**src/common/sltp_pkg.sv**
```systemverilog
// Constants shared by the serial link test pattern generator.
package sltp_pkg;

  // ---------------------------------------------------------------------------
  // Register map
  // ---------------------------------------------------------------------------
  localparam int unsigned ADDR_W = 12;
  localparam logic [11:0] ADDR_SOFT_RESET = 12'h000;
  localparam logic [11:0] ADDR_USER_BASE = 12'h551;
  localparam logic [11:0] ADDR_USER_LAST = 12'h558;
  localparam logic [11:0] ADDR_SYNC_CTRL = 12'h572;
  localparam logic [11:0] ADDR_TEST_SEL = 12'h573;
  localparam logic [11:0] ADDR_LINK_TEST = 12'h574;
  localparam logic [7:0] SOFT_RESET_CMD = 8'h81;
  localparam logic [7:0] SYNC_DISABLE = 8'hC0;

  // ---------------------------------------------------------------------------
  // Reset values and fields
  // ---------------------------------------------------------------------------
  localparam logic [7:0] SYNC_CTRL_RST = 8'h00;
  localparam logic [7:0] TEST_SEL_RST = 8'h00;
  localparam logic [7:0] LINK_TEST_RST = 8'h00;
  localparam logic [7:0] USER_RST = 8'h00;
  localparam int unsigned CODE_LSB = 0;
  localparam int unsigned POINT_LSB = 4;
  localparam int unsigned LINK_TEST_W = 3;
  localparam int unsigned USER_BYTES = 8;

  // ---------------------------------------------------------------------------
  // Injection points and pattern codes
  // ---------------------------------------------------------------------------
  localparam logic [1:0] POINT_SAMPLE = 2'h0;
  localparam logic [1:0] POINT_SYMBOL = 2'h1;
  localparam logic [1:0] POINT_OCTET = 2'h2;
  localparam logic [3:0] CODE_OFF = 4'h0;
  localparam logic [3:0] CODE_CHECKER = 4'h1;
  localparam logic [3:0] CODE_TOGGLE = 4'h2;
  localparam logic [3:0] CODE_PN23 = 4'h4;
  localparam logic [3:0] CODE_PN9 = 4'h6;
  localparam logic [3:0] CODE_RAMP = 4'h8;
  localparam logic [3:0] CODE_USER_REPEAT = 4'hE;
  localparam logic [3:0] CODE_USER_SINGLE = 4'hF;

  // ---------------------------------------------------------------------------
  // Pattern values and word widths
  // ---------------------------------------------------------------------------
  localparam logic [15:0] CHECKER_EVEN = 16'h5555;
  localparam logic [15:0] CHECKER_ODD = 16'hAAAA;
  localparam logic [15:0] TOGGLE_EVEN = 16'h0000;
  localparam logic [15:0] TOGGLE_ODD = 16'hFFFF;
  localparam logic [15:0] MASK_SAMPLE = 16'hFFFF;
  localparam logic [15:0] MASK_SYMBOL = 16'h03FF;
  localparam logic [15:0] MASK_OCTET = 16'h00FF;
  localparam logic [4:0] NBITS_SAMPLE = 5'h10;
  localparam logic [4:0] NBITS_SYMBOL = 5'h0A;
  localparam logic [4:0] NBITS_OCTET = 5'h08;
  localparam int unsigned USER_SYMBOL_LSB = 6;
  localparam int unsigned USER_OCTET_LSB = 9;

  // ---------------------------------------------------------------------------
  // Pseudo-random generators (seed holds the first stream bits, MSB first)
  // ---------------------------------------------------------------------------
  localparam int unsigned PN9_LEN = 9;
  localparam int unsigned PN9_TAP = 4;
  localparam logic [8:0] PN9_SEED = 9'h092;
  localparam int unsigned PN23_LEN = 23;
  localparam int unsigned PN23_TAP = 17;
  localparam logic [22:0] PN23_SEED = 23'h7FAE00;
  localparam logic [15:0] PN9_FIRST_SAMPLE = 16'h496F;
  localparam logic [15:0] PN23_FIRST_SAMPLE = 16'hFF5C;

endpackage

```
**src/logic/sltp_prbs.sv**
```systemverilog
// Bit-serial pseudo-random generator that steps a chosen number of bits at a time.
`timescale 1ns/1ps
`default_nettype none

module sltp_prbs #(
  parameter int unsigned LEN = 9,
  parameter int unsigned TAP = 4,
  parameter logic [LEN-1:0] SEED = '1
) (
  input wire logic mclk_i,        // Converter clock.
  input wire logic reset_n_i,     // Synchronous reset, active low.
  input wire logic ce_i,          // Clock enable.
  input wire logic restart_i,     // Return to the seed.
  input wire logic adv_i,         // Advance by nbits_i bits.
  input wire logic [4:0] nbits_i, // Bits consumed per word.
  output logic [15:0] bits_o      // Next 16 stream bits, first bit in bit 15.
);

  if (LEN < 2 || TAP >= LEN - 1) begin : g_bad_poly
    $error("sltp_prbs: tap must lie below the last stage");
  end

  logic [LEN-1:0] state_reg;
  logic [LEN-1:0] state_next;

  function automatic logic [LEN-1:0] shift_one(input logic [LEN-1:0] s);
    return {s[LEN-2:0], s[LEN-1] ^ s[TAP]};
  endfunction

  always_comb begin
    logic [LEN-1:0] s;
    s = state_reg;
    bits_o = '0;
    state_next = state_reg;
    for (int i = 0; i < 16; i++) begin
      bits_o[15-i] = s[LEN-1];
      s = shift_one(s);
      if (5'(i + 1) == nbits_i) begin
        state_next = s;
      end
    end
  end

  always_ff @(posedge mclk_i) begin
    if (!reset_n_i) begin
      state_reg <= SEED;
    end else if (ce_i) begin
      if (restart_i) begin
        state_reg <= SEED;
      end else if (adv_i) begin
        state_reg <= state_next;
      end
    end
  end

endmodule // sltp_prbs

`default_nettype wire

```
**src/logic/sltp_pattern_gen.sv**
```systemverilog
// Test pattern generator and its byte-wide control registers for the serial link.
`timescale 1ns/1ps
`default_nettype none

// What this block does
// - Code 00 injects 16-bit transport samples.
// - Code 01 injects 10-bit encoded symbols.
// - Code 10 injects 8-bit scrambler octets.
// - Sample point: one value per frame.
// - Sample checker, toggle, PN9, PN23 values fixed.
// - Symbol point: 10-bit values, user bits 15:6.
// - Octet point: 8-bit values, user bits 15:9.
// - Ramp counts up, wraps at word width.
// - User repeat cycles; single sends then zeros.
// - Link layer test select in bits 2:0.
// - All registers byte-wide and writable; all but soft reset read back, soft reset reads zero.
// - Pattern code bits 3:0, 0000 is normal.
module sltp_pattern_gen (
  input wire logic mclk_i,                              // Converter clock.
  input wire logic reset_n_i,                           // Synchronous reset, active low.
  input wire logic ce_i,                                // Clock enable, freezes all state.
  input wire logic [sltp_pkg::ADDR_W-1:0] reg_addr_i,   // Register address.
  input wire logic reg_wr_i,                            // Write strobe.
  input wire logic reg_rd_i,                            // Read strobe.
  input wire logic [7:0] reg_wdata_i,                   // Write data.
  output logic [7:0] reg_rdata_o,                       // Read data.
  output logic reg_rvalid_o,                            // Read data valid.
  input wire logic step_i,                              // Current word consumed by the link.
  output logic [15:0] pattern_o,                        // Current test word, low aligned.
  output logic inject_sample_o,                         // Replace transport samples.
  output logic inject_symbol_o,                         // Replace 10-bit symbols.
  output logic inject_octet_o,                          // Replace scrambler octets.
  output logic [sltp_pkg::LINK_TEST_W-1:0] link_test_o, // Link layer test select.
  output logic sync_request_enable_o                    // Sync request input honoured.
);
  import sltp_pkg::*;

  // ---------------------------------------------------------------------------
  // Registers
  // ---------------------------------------------------------------------------
  logic [7:0] sync_ctrl_reg;
  logic [7:0] test_sel_reg;
  logic [7:0] link_test_reg;
  logic [7:0] user_reg [USER_BYTES];
  logic [7:0] rdata_reg;
  logic rvalid_reg;

  logic wr_en;
  logic soft_rst;
  logic wr_test;
  logic restart;
  logic user_hit;
  logic [2:0] user_off;
  logic [11:0] user_delta;
  logic [7:0] rd_mux;

  assign wr_en = ce_i & reg_wr_i;
  assign soft_rst = wr_en & (reg_addr_i == ADDR_SOFT_RESET) & (reg_wdata_i == SOFT_RESET_CMD);
  assign wr_test = wr_en & (reg_addr_i == ADDR_TEST_SEL);
  assign restart = wr_test | soft_rst;
  assign user_delta = reg_addr_i - ADDR_USER_BASE;
  assign user_off = user_delta[2:0];
  assign user_hit = (reg_addr_i >= ADDR_USER_BASE) && (reg_addr_i <= ADDR_USER_LAST);

  // Unmapped addresses and the self-clearing soft reset location read as zero.
  assign rd_mux = (reg_addr_i == ADDR_SYNC_CTRL) ? sync_ctrl_reg :
                  (reg_addr_i == ADDR_TEST_SEL) ? test_sel_reg :
                  (reg_addr_i == ADDR_LINK_TEST) ? link_test_reg :
                  user_hit ? user_reg[user_off] : 8'h00;

  always_ff @(posedge mclk_i) begin
    if (!reset_n_i || (ce_i && soft_rst)) begin
      sync_ctrl_reg <= SYNC_CTRL_RST;
      test_sel_reg <= TEST_SEL_RST;
      link_test_reg <= LINK_TEST_RST;
      for (int i = 0; i < USER_BYTES; i++) begin
        user_reg[i] <= USER_RST;
      end
    end else if (wr_en) begin
      if (reg_addr_i == ADDR_SYNC_CTRL) sync_ctrl_reg <= reg_wdata_i;
      if (wr_test) test_sel_reg <= reg_wdata_i;
      if (reg_addr_i == ADDR_LINK_TEST) link_test_reg <= reg_wdata_i;
      if (user_hit) user_reg[user_off] <= reg_wdata_i;
    end
  end

  always_ff @(posedge mclk_i) begin
    if (!reset_n_i) begin
      rdata_reg <= 8'h00;
      rvalid_reg <= 1'b0;
    end else if (ce_i) begin
      rvalid_reg <= reg_rd_i;
      if (reg_rd_i) rdata_reg <= rd_mux;
    end
  end

  assign reg_rdata_o = rdata_reg;
  assign reg_rvalid_o = rvalid_reg;
  assign link_test_o = link_test_reg[LINK_TEST_W-1:0];
  assign sync_request_enable_o = (sync_ctrl_reg & SYNC_DISABLE) != SYNC_DISABLE;

  // ---------------------------------------------------------------------------
  // Mode decode
  // ---------------------------------------------------------------------------
  logic [3:0] code;
  logic [1:0] point;
  logic active;
  logic [15:0] mask;
  logic [4:0] nbits;

  assign code = test_sel_reg[CODE_LSB+:4];
  assign point = test_sel_reg[POINT_LSB+:2];
  assign active = (code != CODE_OFF) && (point != 2'h3);
  assign inject_sample_o = active && (point == POINT_SAMPLE);
  assign inject_symbol_o = active && (point == POINT_SYMBOL);
  assign inject_octet_o = active && (point == POINT_OCTET);
  assign mask = (point == POINT_SAMPLE) ? MASK_SAMPLE :
                (point == POINT_SYMBOL) ? MASK_SYMBOL : MASK_OCTET;
  assign nbits = (point == POINT_SAMPLE) ? NBITS_SAMPLE :
                 (point == POINT_SYMBOL) ? NBITS_SYMBOL : NBITS_OCTET;

  // User words sit low byte first; narrow points take the top bits of each word.
  function automatic logic [15:0] user_slice(input logic [15:0] w, input logic [1:0] p);
    if (p == POINT_SYMBOL) return w >> USER_SYMBOL_LSB;
    if (p == POINT_OCTET) return w >> USER_OCTET_LSB;
    return w;
  endfunction

  // ---------------------------------------------------------------------------
  // Pattern sequencing
  // ---------------------------------------------------------------------------
  logic prime_reg;
  logic phase_reg;
  logic [15:0] ramp_reg;
  logic [1:0] user_idx_reg;
  logic user_done_reg;
  logic [15:0] pattern_reg;
  logic load;
  logic [15:0] pn9_bits;
  logic [15:0] pn23_bits;
  logic [4:0] shamt;
  logic [15:0] user_word;
  logic [15:0] word_next;

  // The prime load fills the first word after a restart; later words follow the link.
  assign load = ce_i & ~restart & (prime_reg | (step_i & active));
  assign shamt = 5'h10 - nbits;
  assign user_word = {user_reg[{user_idx_reg, 1'b1}], user_reg[{user_idx_reg, 1'b0}]};

  sltp_prbs #(.LEN(PN9_LEN), .TAP(PN9_TAP), .SEED(PN9_SEED)) u_pn9 (
    .mclk_i(mclk_i),
    .reset_n_i(reset_n_i),
    .ce_i(ce_i),
    .restart_i(restart),
    .adv_i(load && (code == CODE_PN9)),
    .nbits_i(nbits),
    .bits_o(pn9_bits)
  );

  sltp_prbs #(.LEN(PN23_LEN), .TAP(PN23_TAP), .SEED(PN23_SEED)) u_pn23 (
    .mclk_i(mclk_i),
    .reset_n_i(reset_n_i),
    .ce_i(ce_i),
    .restart_i(restart),
    .adv_i(load && (code == CODE_PN23)),
    .nbits_i(nbits),
    .bits_o(pn23_bits)
  );

  always_comb begin
    case (code)
      CODE_CHECKER: word_next = (phase_reg ? CHECKER_ODD : CHECKER_EVEN) & mask;
      CODE_TOGGLE: word_next = (phase_reg ? TOGGLE_ODD : TOGGLE_EVEN) & mask;
      CODE_PN9: word_next = pn9_bits >> shamt;
      CODE_PN23: word_next = pn23_bits >> shamt;
      CODE_RAMP: word_next = ramp_reg & mask;
      CODE_USER_REPEAT: word_next = user_slice(user_word, point);
      CODE_USER_SINGLE: word_next = user_done_reg ? 16'h0000 : user_slice(user_word, point);
      default: word_next = 16'h0000;
    endcase
  end

  always_ff @(posedge mclk_i) begin
    if (!reset_n_i || (ce_i && restart)) begin
      prime_reg <= reset_n_i;
      phase_reg <= 1'b0;
      ramp_reg <= 16'h0000;
      user_idx_reg <= 2'h0;
      user_done_reg <= 1'b0;
      pattern_reg <= 16'h0000;
    end else if (load) begin
      prime_reg <= 1'b0;
      pattern_reg <= active ? word_next : 16'h0000;
      phase_reg <= ~phase_reg;
      ramp_reg <= ramp_reg + 16'h0001;
      user_idx_reg <= user_idx_reg + 2'h1;
      if (user_idx_reg == 2'h3) user_done_reg <= 1'b1;
    end
  end

  assign pattern_o = pattern_reg;

  // ---------------------------------------------------------------------------
  // Checks
  // ---------------------------------------------------------------------------
  logic [2:0] loads_seen_reg;

  always_ff @(posedge mclk_i) begin
    if (!reset_n_i || (ce_i && restart)) begin
      loads_seen_reg <= 3'h0;
    end else if (load && loads_seen_reg != 3'h7) begin
      loads_seen_reg <= loads_seen_reg + 3'h1;
    end
  end

  AST_SAMPLE_POINT: assert property (@(posedge mclk_i) disable iff (!reset_n_i)
    (load && inject_sample_o && code == CODE_TOGGLE)
      |=> (pattern_o == TOGGLE_EVEN || pattern_o == TOGGLE_ODD))
    else $error("sample word not full width");

  AST_SYMBOL_WIDTH: assert property (@(posedge mclk_i) disable iff (!reset_n_i)
    (load && inject_symbol_o) |=> (pattern_o[15:10] == 6'h00))
    else $error("symbol word wider than ten bits");

  AST_OCTET_WIDTH: assert property (@(posedge mclk_i) disable iff (!reset_n_i)
    (load && inject_octet_o) |=> (pattern_o[15:8] == 8'h00))
    else $error("octet word wider than eight bits");

  AST_FRAME_HOLD: assert property (@(posedge mclk_i) disable iff (!reset_n_i)
    (!load && !restart) |=> $stable(pattern_o))
    else $error("pattern changed without a step");

  AST_PN9_START: assert property (@(posedge mclk_i) disable iff (!reset_n_i)
    (load && prime_reg && code == CODE_PN9 && point == POINT_SAMPLE)
      |=> (pattern_o == PN9_FIRST_SAMPLE))
    else $error("PN9 does not start from its seed");

  AST_PN23_START: assert property (@(posedge mclk_i) disable iff (!reset_n_i)
    (load && prime_reg && code == CODE_PN23 && point == POINT_SAMPLE)
      |=> (pattern_o == PN23_FIRST_SAMPLE))
    else $error("PN23 does not start from its seed");

  AST_CHECKER_ALT: assert property (@(posedge mclk_i) disable iff (!reset_n_i)
    (load && !prime_reg && code == CODE_CHECKER && point == POINT_SYMBOL)
      |=> (pattern_o == ($past(pattern_o) ^ MASK_SYMBOL)))
    else $error("checkerboard did not alternate");

  AST_RAMP_STEP: assert property (@(posedge mclk_i) disable iff (!reset_n_i)
    (load && !prime_reg && active && code == CODE_RAMP)
      |=> (pattern_o == (($past(pattern_o) + 16'h0001) & $past(mask))))
    else $error("ramp did not advance by one");

  AST_USER_SINGLE_ZERO: assert property (@(posedge mclk_i) disable iff (!reset_n_i)
    (load && code == CODE_USER_SINGLE && loads_seen_reg >= 3'h4) |=> (pattern_o == 16'h0000))
    else $error("single user pattern did not end in zeros");

  AST_OFF_NO_INJECT: assert property (@(posedge mclk_i) disable iff (!reset_n_i)
    (code == CODE_OFF)
      |-> (!(inject_sample_o || inject_symbol_o || inject_octet_o) && pattern_o == 16'h0000))
    else $error("injection while pattern code is off");

  AST_READ_BACK: assert property (@(posedge mclk_i) disable iff (!reset_n_i)
    (ce_i && reg_rd_i && reg_addr_i == ADDR_TEST_SEL) |=> (reg_rvalid_o && reg_rdata_o == test_sel_reg))
    else $error("read back differs from register");

  AST_RESTART_PRIME: assert property (@(posedge mclk_i) disable iff (!reset_n_i)
    (ce_i && restart) |=> (prime_reg && pattern_o == 16'h0000))
    else $error("restart did not rearm the generators");

endmodule // sltp_pattern_gen

`default_nettype wire

```
**config.mk**
```make
export PLATFORM = sky130hd
export DESIGN_NAME = sltp_pattern_gen
export DESIGN_NICKNAME = d
export VERILOG_FILES = /design/src/common/sltp_pkg.sv /design/src/logic/sltp_prbs.sv /design/src/logic/sltp_pattern_gen.sv
export SDC_FILE = /design/constraint.sdc
export NUM_CORES = 1
export LEC_CHECK = 0
export BUFFER_PORTS_ARGS = -buffer_cell sky130_fd_sc_hd__buf_2
export CORE_ASPECT_RATIO = 0.8
export CORE_MARGIN = 2
export CORE_UTILIZATION = 49
export CTS_CLUSTER_SIZE = 10
export DETAILED_ROUTE_END_ITERATION = 7
export GPL_TIMING_DRIVEN = 0
export PLACE_DENSITY = 0.66
export SLEW_MARGIN = 40
export SYNTH_ARGS = -nofsm -noshare
export SYNTH_HDL_FRONTEND = slang
export SYNTH_SLANG_ARGS = --single-unit
```
**constraint.sdc**
```tcl
create_clock -name mclk_i -period 3.8 [get_ports mclk_i]
set_clock_uncertainty 0.05 [all_clocks]
set_input_delay 0.38 -clock mclk_i [delete_from_list [all_inputs] [get_ports mclk_i]]
set_output_delay 0.38 -clock mclk_i [all_outputs]
set_load 0.005 [all_outputs]
```
Yosys cells after proc, flatten, opt, wreduce, memory -nomap -nowiden
Memory sizes are Yosys's and may differ from the RTL's. A register that Yosys moved wholly into a read port is not among the register bits.
Cells that the tools add are included.
{ "totals": {"register_bits": 102, "ramBits": 64, "inputBits": 26, "wordCells": 205, "n_memories": 1} }
{ "mem_list": {"columns": ["name", "words", "width", "rd", "rd_clocked_by_memory_dff", "write_ports", "line", "text"], "rows": [
  ["user_reg", 8, 8, 3, 2, 8, "sltp_pattern_gen.sv:44", "logic [7:0] user_reg [USER_BYTES];"]
]} }
{ "op_classes": {"n_addsub": 4, "n_lt_le_gt_ge": 2, "eq_ne": 32, "n_shift": 2, "mux": 78, "n_bitwise": 46, "n_reduce_logical": 27} }
{ "op_table": {"columns": ["op", "n"], "rows": [
  ["two-way mux 23 bit", 18],
  ["two-way mux 16 bit", 11],
  ["two-way mux 9 bit", 18],
  ["one-hot mux 16 bit (7 select lines)", 1],
  ["AND 16 bit", 3],
  ["== test 4 x 5 -> 1 bit, first input constant", 8],
  ["two-way mux 8 bit", 5],
  ["== test 12 x 11 -> 1 bit, second input constant", 3],
  [">> shifter 16 x 5 -> 16 bit", 2],
  ["XOR 1 bit", 32],
  ["== test 3 x 5 -> 1 bit, first input constant", 4],
  ["two-way mux 1 bit", 17],
  ["nonzero test 17 bit", 1],
  ["adder 16 x 1 -> 16 bit, second input constant", 1],
  ["two-way mux 3 bit", 5],
  ["== test 4 bit, second input constant", 3],
  [">= comparator 12 x 11 -> 1 bit, second input constant", 1],
  ["less-or-equal comparator 12 x 11 -> 1 bit, second input constant", 1],
  ["zero test 12 bit", 1],
  ["== test 2 x 5 -> 1 bit, first input constant", 2],
  ["two-way mux 10 bit", 1],
  ["AND reduction 2 bit", 5],
  ["logical AND 1 bit", 9],
  ["== test 4 x 3 -> 1 bit, second input constant", 2],
  ["other kinds (23)", 37]
]} }

Logic depth before layout (Yosys ltp)
Gate-level depths: netlist (run 1).
{ "depth": {"depth_word": 22, "ltp_mapped": 10} }

By module
From an unflattened synthesis (run 1), not the netlist that was laid out.
{ "unflattened": {"hier_cells": 1872, "hier_area_um2": 15736.3} }
{ "by_module_without_submodules": {"columns": ["module", "instances", "cells_per_inst", "area_each_um2", "seq_area_each_um2"], "rows": [
  ["sltp_pattern_gen", 1, 757, 8170.3, 3373.2],
  ["sltp_prbs at u_pn23", 1, 775, 5258.8, 460.4],
  ["sltp_prbs at u_pn9", 1, 340, 2307.2, 180.2]
]} }

Least setup slack after synthesis (run 1)
Ideal clock, no wire load.
{ "synth_timing": {"path_type": "input -> register", "from": "input port reg_addr_i[0] (netlist name)", "to": "memory user_reg[2][0], enable pin", "arrival_ns": 2.521, "setup_slack_ns": 0.900, "stages": 9, "n_path_buf": 1, "cell_sequence": "buf_2 inv_1 ha_1 nor4b_1 o22ai_1 nand3b_2 or3_4 nor2_1 or2_1"} }
{ "synth_rtl": {"columns": ["element", "line", "text"], "rows": [
  ["start, declared", "sltp_pattern_gen.sv:22", "input wire logic [sltp_pkg::ADDR_W-1:0] reg_addr_i,"],
  ["end, declared", "sltp_pattern_gen.sv:44", null]
]} }

==> run summary, run 1 <==
Final Hold Fails - 0
CP top delay family - simple AND/OR/NAND/NOR gates
first-pass GRT wire length - 46100 µm
power per cell area - 366 nW/µm²
minimum clock period - 3.51 ns
hold buffers post-CTS - 0
Hold Path Sink - test_sel_reg[6]
CTS tree - built
final worst-path cycle share - 92.2%
Syn Area/Cell - 9.35 µm²
Tot GR Track Use - 28.9%
Fill cells - 1765
critical path launch point type - input pin
Clock Latency Late Sink - 0.44 ns
final setup fails - 0
P&R area growth vs syn - 12.7%
Total Power - 4.06 mW
R2R Setup Slk - 1.15 ns
postcts setup bufs - 0
FFs w/ async S/R, synth - 0%
number of flip-flops in the largest register - 64
CP dominant cell by count - buf_2
1st-iter DRT viols - 1137
dominant synthesized flop cell - dfxtp_1
die area - 21200 µm²
Critical Path AT - 3.54 ns
drc violations - 0
Critical Path Max Stage Delay - 0.50 ns
TritonCTS buffer count - 17
synthesized flop and latch total - 168
Worst Path Max Fanout - 10
Peak supply drop - 0.233 mV
maxcap violations - 0
initial antenna violation count - 0
leakage power - 4.08 nW
number of synthesized flops with an enable pin - 65
commonest non-fill, non-tap cells in the layout - 107 x nor2_1, 103 x dfxtp_1, 100 x nand2_1
FMAX - 285 MHz
Initial Util - 49.8%
CP required - 3.84 ns
worst r2r dst - pattern_o[0]
die width - 162 µm
Layout Utilization - 56.1%
Slew headroom - 49.8%
router iterations before antenna repair - 7
Diodes inserted - 0
largest net degree at the start of global routing - 18
Cell Chain, Critical Path - buf_2 -> buf_2 -> inv_1 -> ha_1 -> nor4b_1 -> o22ai_1 -> nand3b_2 -> or3_4 -> nor2_1 -> or2_1
number of I/O port buffers - 55
CTS sink count - 168
Post-Place Cell Area - 10500 µm²
commonest non-fill, non-tap cell in the layout - nor2_1
post-synth net total - 1085
RSZ-0062 raised after global routing - no
Yosys warning total - 0
row count - 46
IO Pins - 58
min-delay src - reg_wdata_i[6]
core footprint - 19700 µm²
drt wl/cell - 21.4 µm
Die Height - 131 µm
vias per inst - 6.08
Worst Slack Setup Final - 0.295 ns
register area share after synthesis - 40.8%
Crit path buffers/inverters - 3
vias in the first global route - 7761
Netlist cell types - 81
final WL - 30000 µm
GRT Residual Overflow - 0
design area - 11100 µm²
nature of the critical path endpoint - register
kind of critical path - in2reg
HP Class - in2reg
Post-Synthesis Cells - 1052
Routed Antenna Nets - 0
dpl ws - -0.124 ns
worst slew pin tran - 0.752 ns
WP depth - 10
fin. max-slew vios - 0
gp weighted congestion - 0.965
Min-Delay Path Depth - 3
NumNets Final - 1159
Max clock buf depth - 2
H-Tree Depth - 4
Worst Setup SP - reg_addr_i[0]
Clock Pin Slew Worst Setup and Hold Paths - 0.07 ns
share of layout cells above drive strength 1 - 16.5%
status - finished, final reports clean
CTS root buffer - clkbuf_16
mapped cell area - 9830 µm²
CP max stage cell - or3_4
# resized after CTS - 0
cell count of the worst reg-to-reg path - 7
vias after detailed routing - 8527
HPWL after DPL - 22000 µm
[layer usage]
metal | track usage [%] | wire (µm) | vias to the layer above
li1 | - | - | 3969
met2 | 42.0 | 12900 | 420
met1 | 42.3 | 13500 | 4087
met3 | 6.98 | 2790 | 51
met5 | 0 | 0 | -
met4 | 9.94 | 799 | 0
[cells by family (layout without fill, tap and decap cells)]
| kind of cell | count (synthesis) | after routing | synth area share (%) |
|---|---|---|---|
| AND/OR/NAND/NOR | 410 | 410 | 21.7 |
| AO/OA/AOI/OAI | 252 | 252 | 16.4 |
| flip-flops | 168 | 168 | 40.8 |
| buffers and inverters | 98 | 185 | 4.57 |
| multiplexers | 71 | 71 | 11.3 |
| XOR/XNOR | 46 | 46 | 4.24 |
| adder cells (fa/ha/maj) | 7 | 7 | 0.891 |
[through the flow]
step	hold WS [ns]	cells	setup TNS (ns)
floorplan	0.382	1052	0
global placement	0.381	1371	-0.643
detailed placement	0.389	1371	-0.988
CTS	0.167	1403	0
global route	0.195	1403	0
finish	0.183	1403	0
[layout make-up]
type                            count  area, µm²  area share, %
Sequential cell                   168       4010           36.2
Timing Repair Buffer               55        275           2.48
Buffer                             92        427           3.85
Inverter                            6       22.5          0.203
Clock inverter                     14        173           1.56
Multi-Input combinational cell    786       5410           48.8
Clock buffer                       18        429           3.87
Tap cell                          264        330           2.98
[report_power, final]
group / leakage, nW / internal (mW) / switching (mW) / total (mW)
Sequential: 1.45 / 1.91 / 0.0318 / 1.94
Combinational: 2.33 / 0.111 / 0.176 / 0.287
Clock: 0.303 / 1.02 / 0.805 / 1.83
[cell usage after synthesis (31+ instances only)]
library cell / count / area share [%]
a211oi_1: 43 / 3.3
edfxtp_1: 65 / 20
mux4_2: 31 / 7.1
mux2i_1: 37 / 3.8
o21ai_0: 64 / 3.3
nand2_1: 100 / 3.8
a21oi_1: 67 / 3.4
nor2_1: 107 / 4.1
nand3_1: 36 / 1.8
dfxtp_1: 103 / 21
and2_1: 71 / 4.5
clkbuf_1: 55 / 2.1
[worst min-delay path, stage by stage]
cell and delay (ns):
buf_2 0.12, nand3_1 0.07, a21oi_1 0.06
[worst max-delay path by stage]
stage | end | slack, ns
global placement | user_reg[2][1] | -0.08
finish | user_reg[2][5] | 0.29
detailed placement | user_reg[2][3] | -0.12
CTS | user_reg[2][5] | 0.34
global route | user_reg[2][5] | 0.13
floorplan | user_reg[2][0] | 0.90
(Power assumes the default switching activity.)
==> run 2: changes to the inputs <==
--- a/config.mk
+++ b/config.mk
@@ -13,6 +13,7 @@
 export DETAILED_ROUTE_END_ITERATION = 7
 export GPL_TIMING_DRIVEN = 0
 export PLACE_DENSITY = 0.66
+export RECOVER_POWER = 25
 export SLEW_MARGIN = 40
 export SYNTH_ARGS = -nofsm -noshare
 export SYNTH_HDL_FRONTEND = slang
==> run 2 against run 1 <==
Effect of this change:
- highest routed layer unchanged
- core utilization fell by 0.32 points
- register-to-register slack got worse by 0.90 ns
- combinational power about the same
- power fell by 0.16%
- first-iteration DRC count up 1.4%
- global-route usage unchanged
- clock power is essentially flat
- critical path type is now reg2reg
- sequential power hardly changed
- critical path depth did not move
- hold slack worse by 0.0034 ns
- final cell count is the same
- count of clock-buffer cells in the layout unchanged
- largest power group unchanged
==> run summary, run 2 (synthesis gave the netlist of run 1 again) <==
vias after detailed routing - 8529
kind of critical path - reg2reg
HP Class - in2reg
commonest non-fill, non-tap cell in the layout - nor2_1
Routed Antenna Nets - 0
Final Hold Fails - 0
final setup fails - 0
router iterations before antenna repair - 5
status - finished, final reports clean
Die Height - 131 µm
gp weighted congestion - 0.965
vias in the first global route - 7761
Worst Path Max Fanout - 10
CTS sink count - 168
Critical Path AT - 3.88 ns
Multi-input gate area - 5380 µm²
Hold Path Sink - test_sel_reg[7]
core footprint - 19700 µm²
largest net degree at the start of global routing - 18
dpl ws - -0.124 ns
die area - 21200 µm²
hold buffers post-CTS - 0
Tot GR Track Use - 28.9%
min-delay src - reg_wdata_i[7]
drt wl/cell - 21.3 µm
Post-Place Cell Area - 10500 µm²
Clock Pin Slew Worst Setup and Hold Paths - 0.07 ns
cell count of the worst reg-to-reg path - 10
Worst Slack Setup Final - 0.246 ns
Diodes inserted - 0
number of I/O port buffers - 55
initial antenna violation count - 0
RSZ-0062 raised after global routing - no
leakage power - 3.96 nW
Initial Util - 49.8%
commonest non-fill, non-tap cells in the layout - 107 x nor2_1, 103 x dfxtp_1, 101 x nand2_1
CTS root buffer - clkbuf_16
TritonCTS buffer count - 17
Peak supply drop - 0.232 mV
first-pass GRT wire length - 46100 µm
minimum clock period - 3.55 ns
Fill cells - 1776
postcts setup bufs - 0
design area - 11000 µm²
Slew headroom - 19.1%
maxcap violations - 0
final worst-path cycle share - 93.5%
IO Pins - 58
1st-iter DRT viols - 1153
Reg area - 4010 µm²
Min-Delay Path Depth - 3
R2R Setup Slk - 0.25 ns
worst r2r src - test_sel_reg[5]
P&R area growth vs syn - 12.0%
# resized after CTS - 0
row count - 46
number of flip-flops in the largest register - 64
CTS tree - built
worst r2r dst - u_pn9.state_reg[4]
Max clock buf depth - 2
NumNets Final - 1159
power per cell area - 368 nW/µm²
GRT Residual Overflow - 0
die width - 162 µm
nature of the critical path endpoint - register
drc violations - 0
worst slew pin tran - 1.20 ns
critical path launch point type - register
H-Tree Depth - 4
share of layout cells above drive strength 1 - 13.9%
FMAX - 281 MHz
CP required - 4.13 ns
fin. max-slew vios - 0
vias per inst - 6.08
final WL - 29900 µm
HPWL after DPL - 22000 µm
Clock Latency Late Sink - 0.44 ns
==> run 2: cell types whose count changed in the layout (fill, tap and decap cells not counted), sizes merged <==
cell    delta
buf       -29
clkbuf    +29
==> run 2: critical path, stage by stage (launching register included) <==
cell and delay [ns]:
dfxtp_1 0.30, clkbuf_1 0.22, and2_0 0.22, clkbuf_1 0.22
o31ai_1 1.04, clkbuf_1 0.52, nand3_2 0.34, buf_4 0.27
a21oi_1 0.12, o21ai_0 0.10, nand2_1 0.08
==> run 2: layer usage <==
layer  up-vias  share of wire, %  GRT usage, %
li1       3972                 -             -
met1      4071                45          42.3
met2       440                43          42.0
met3        46               9.8          6.98
met4         0               2.6          9.94
met5         -                 0             0
==> run 2: where the power goes <==
part           total (mW)  switching, mW  internal (mW)
logic               0.284          0.175          0.108
registers            1.94         0.0316           1.91
clock network        1.82          0.802           1.02
total                4.05           1.01           3.04
==> run 2: cell type report <==
cell class | instances | share of cell area, %
tap | 264 | 3.00
clock inverter | 14 | 1.57
inverter | 6 | 0.204
multi-input combinational | 786 | 48.9
timing repair buffer | 55 | 2.28
clock buffer | 18 | 3.90
buffer | 92 | 3.74
sequential | 168 | 36.4
==> run 2: worst max path at each step <==
stage | start | to
after CTS | reg_addr_i[0] | user_reg[2][5]
after global placement | reg_addr_i[0] | user_reg[2][1]
after detailed placement | reg_addr_i[0] | user_reg[2][3]
final | test_sel_reg[5] | u_pn9.state_reg[4]
after floorplan | reg_addr_i[0] | user_reg[2][0]
after global routing | test_sel_reg[5] | u_pn9.state_reg[4]
==> run 2: stage by stage <==
step                utilization, %  hold WS [ns]  setup TNS (ns)  cells  power, mW
floorplan                        -         0.382               0   1052       2.15
global placement              52.9         0.381          -0.643   1371       2.26
detailed placement            53.0         0.389          -0.988   1371       2.26
CTS                           56.0         0.167               0   1403       4.06
global route                  55.8         0.195               0   1403       4.15
finish                        55.8         0.180               0   1403       4.05
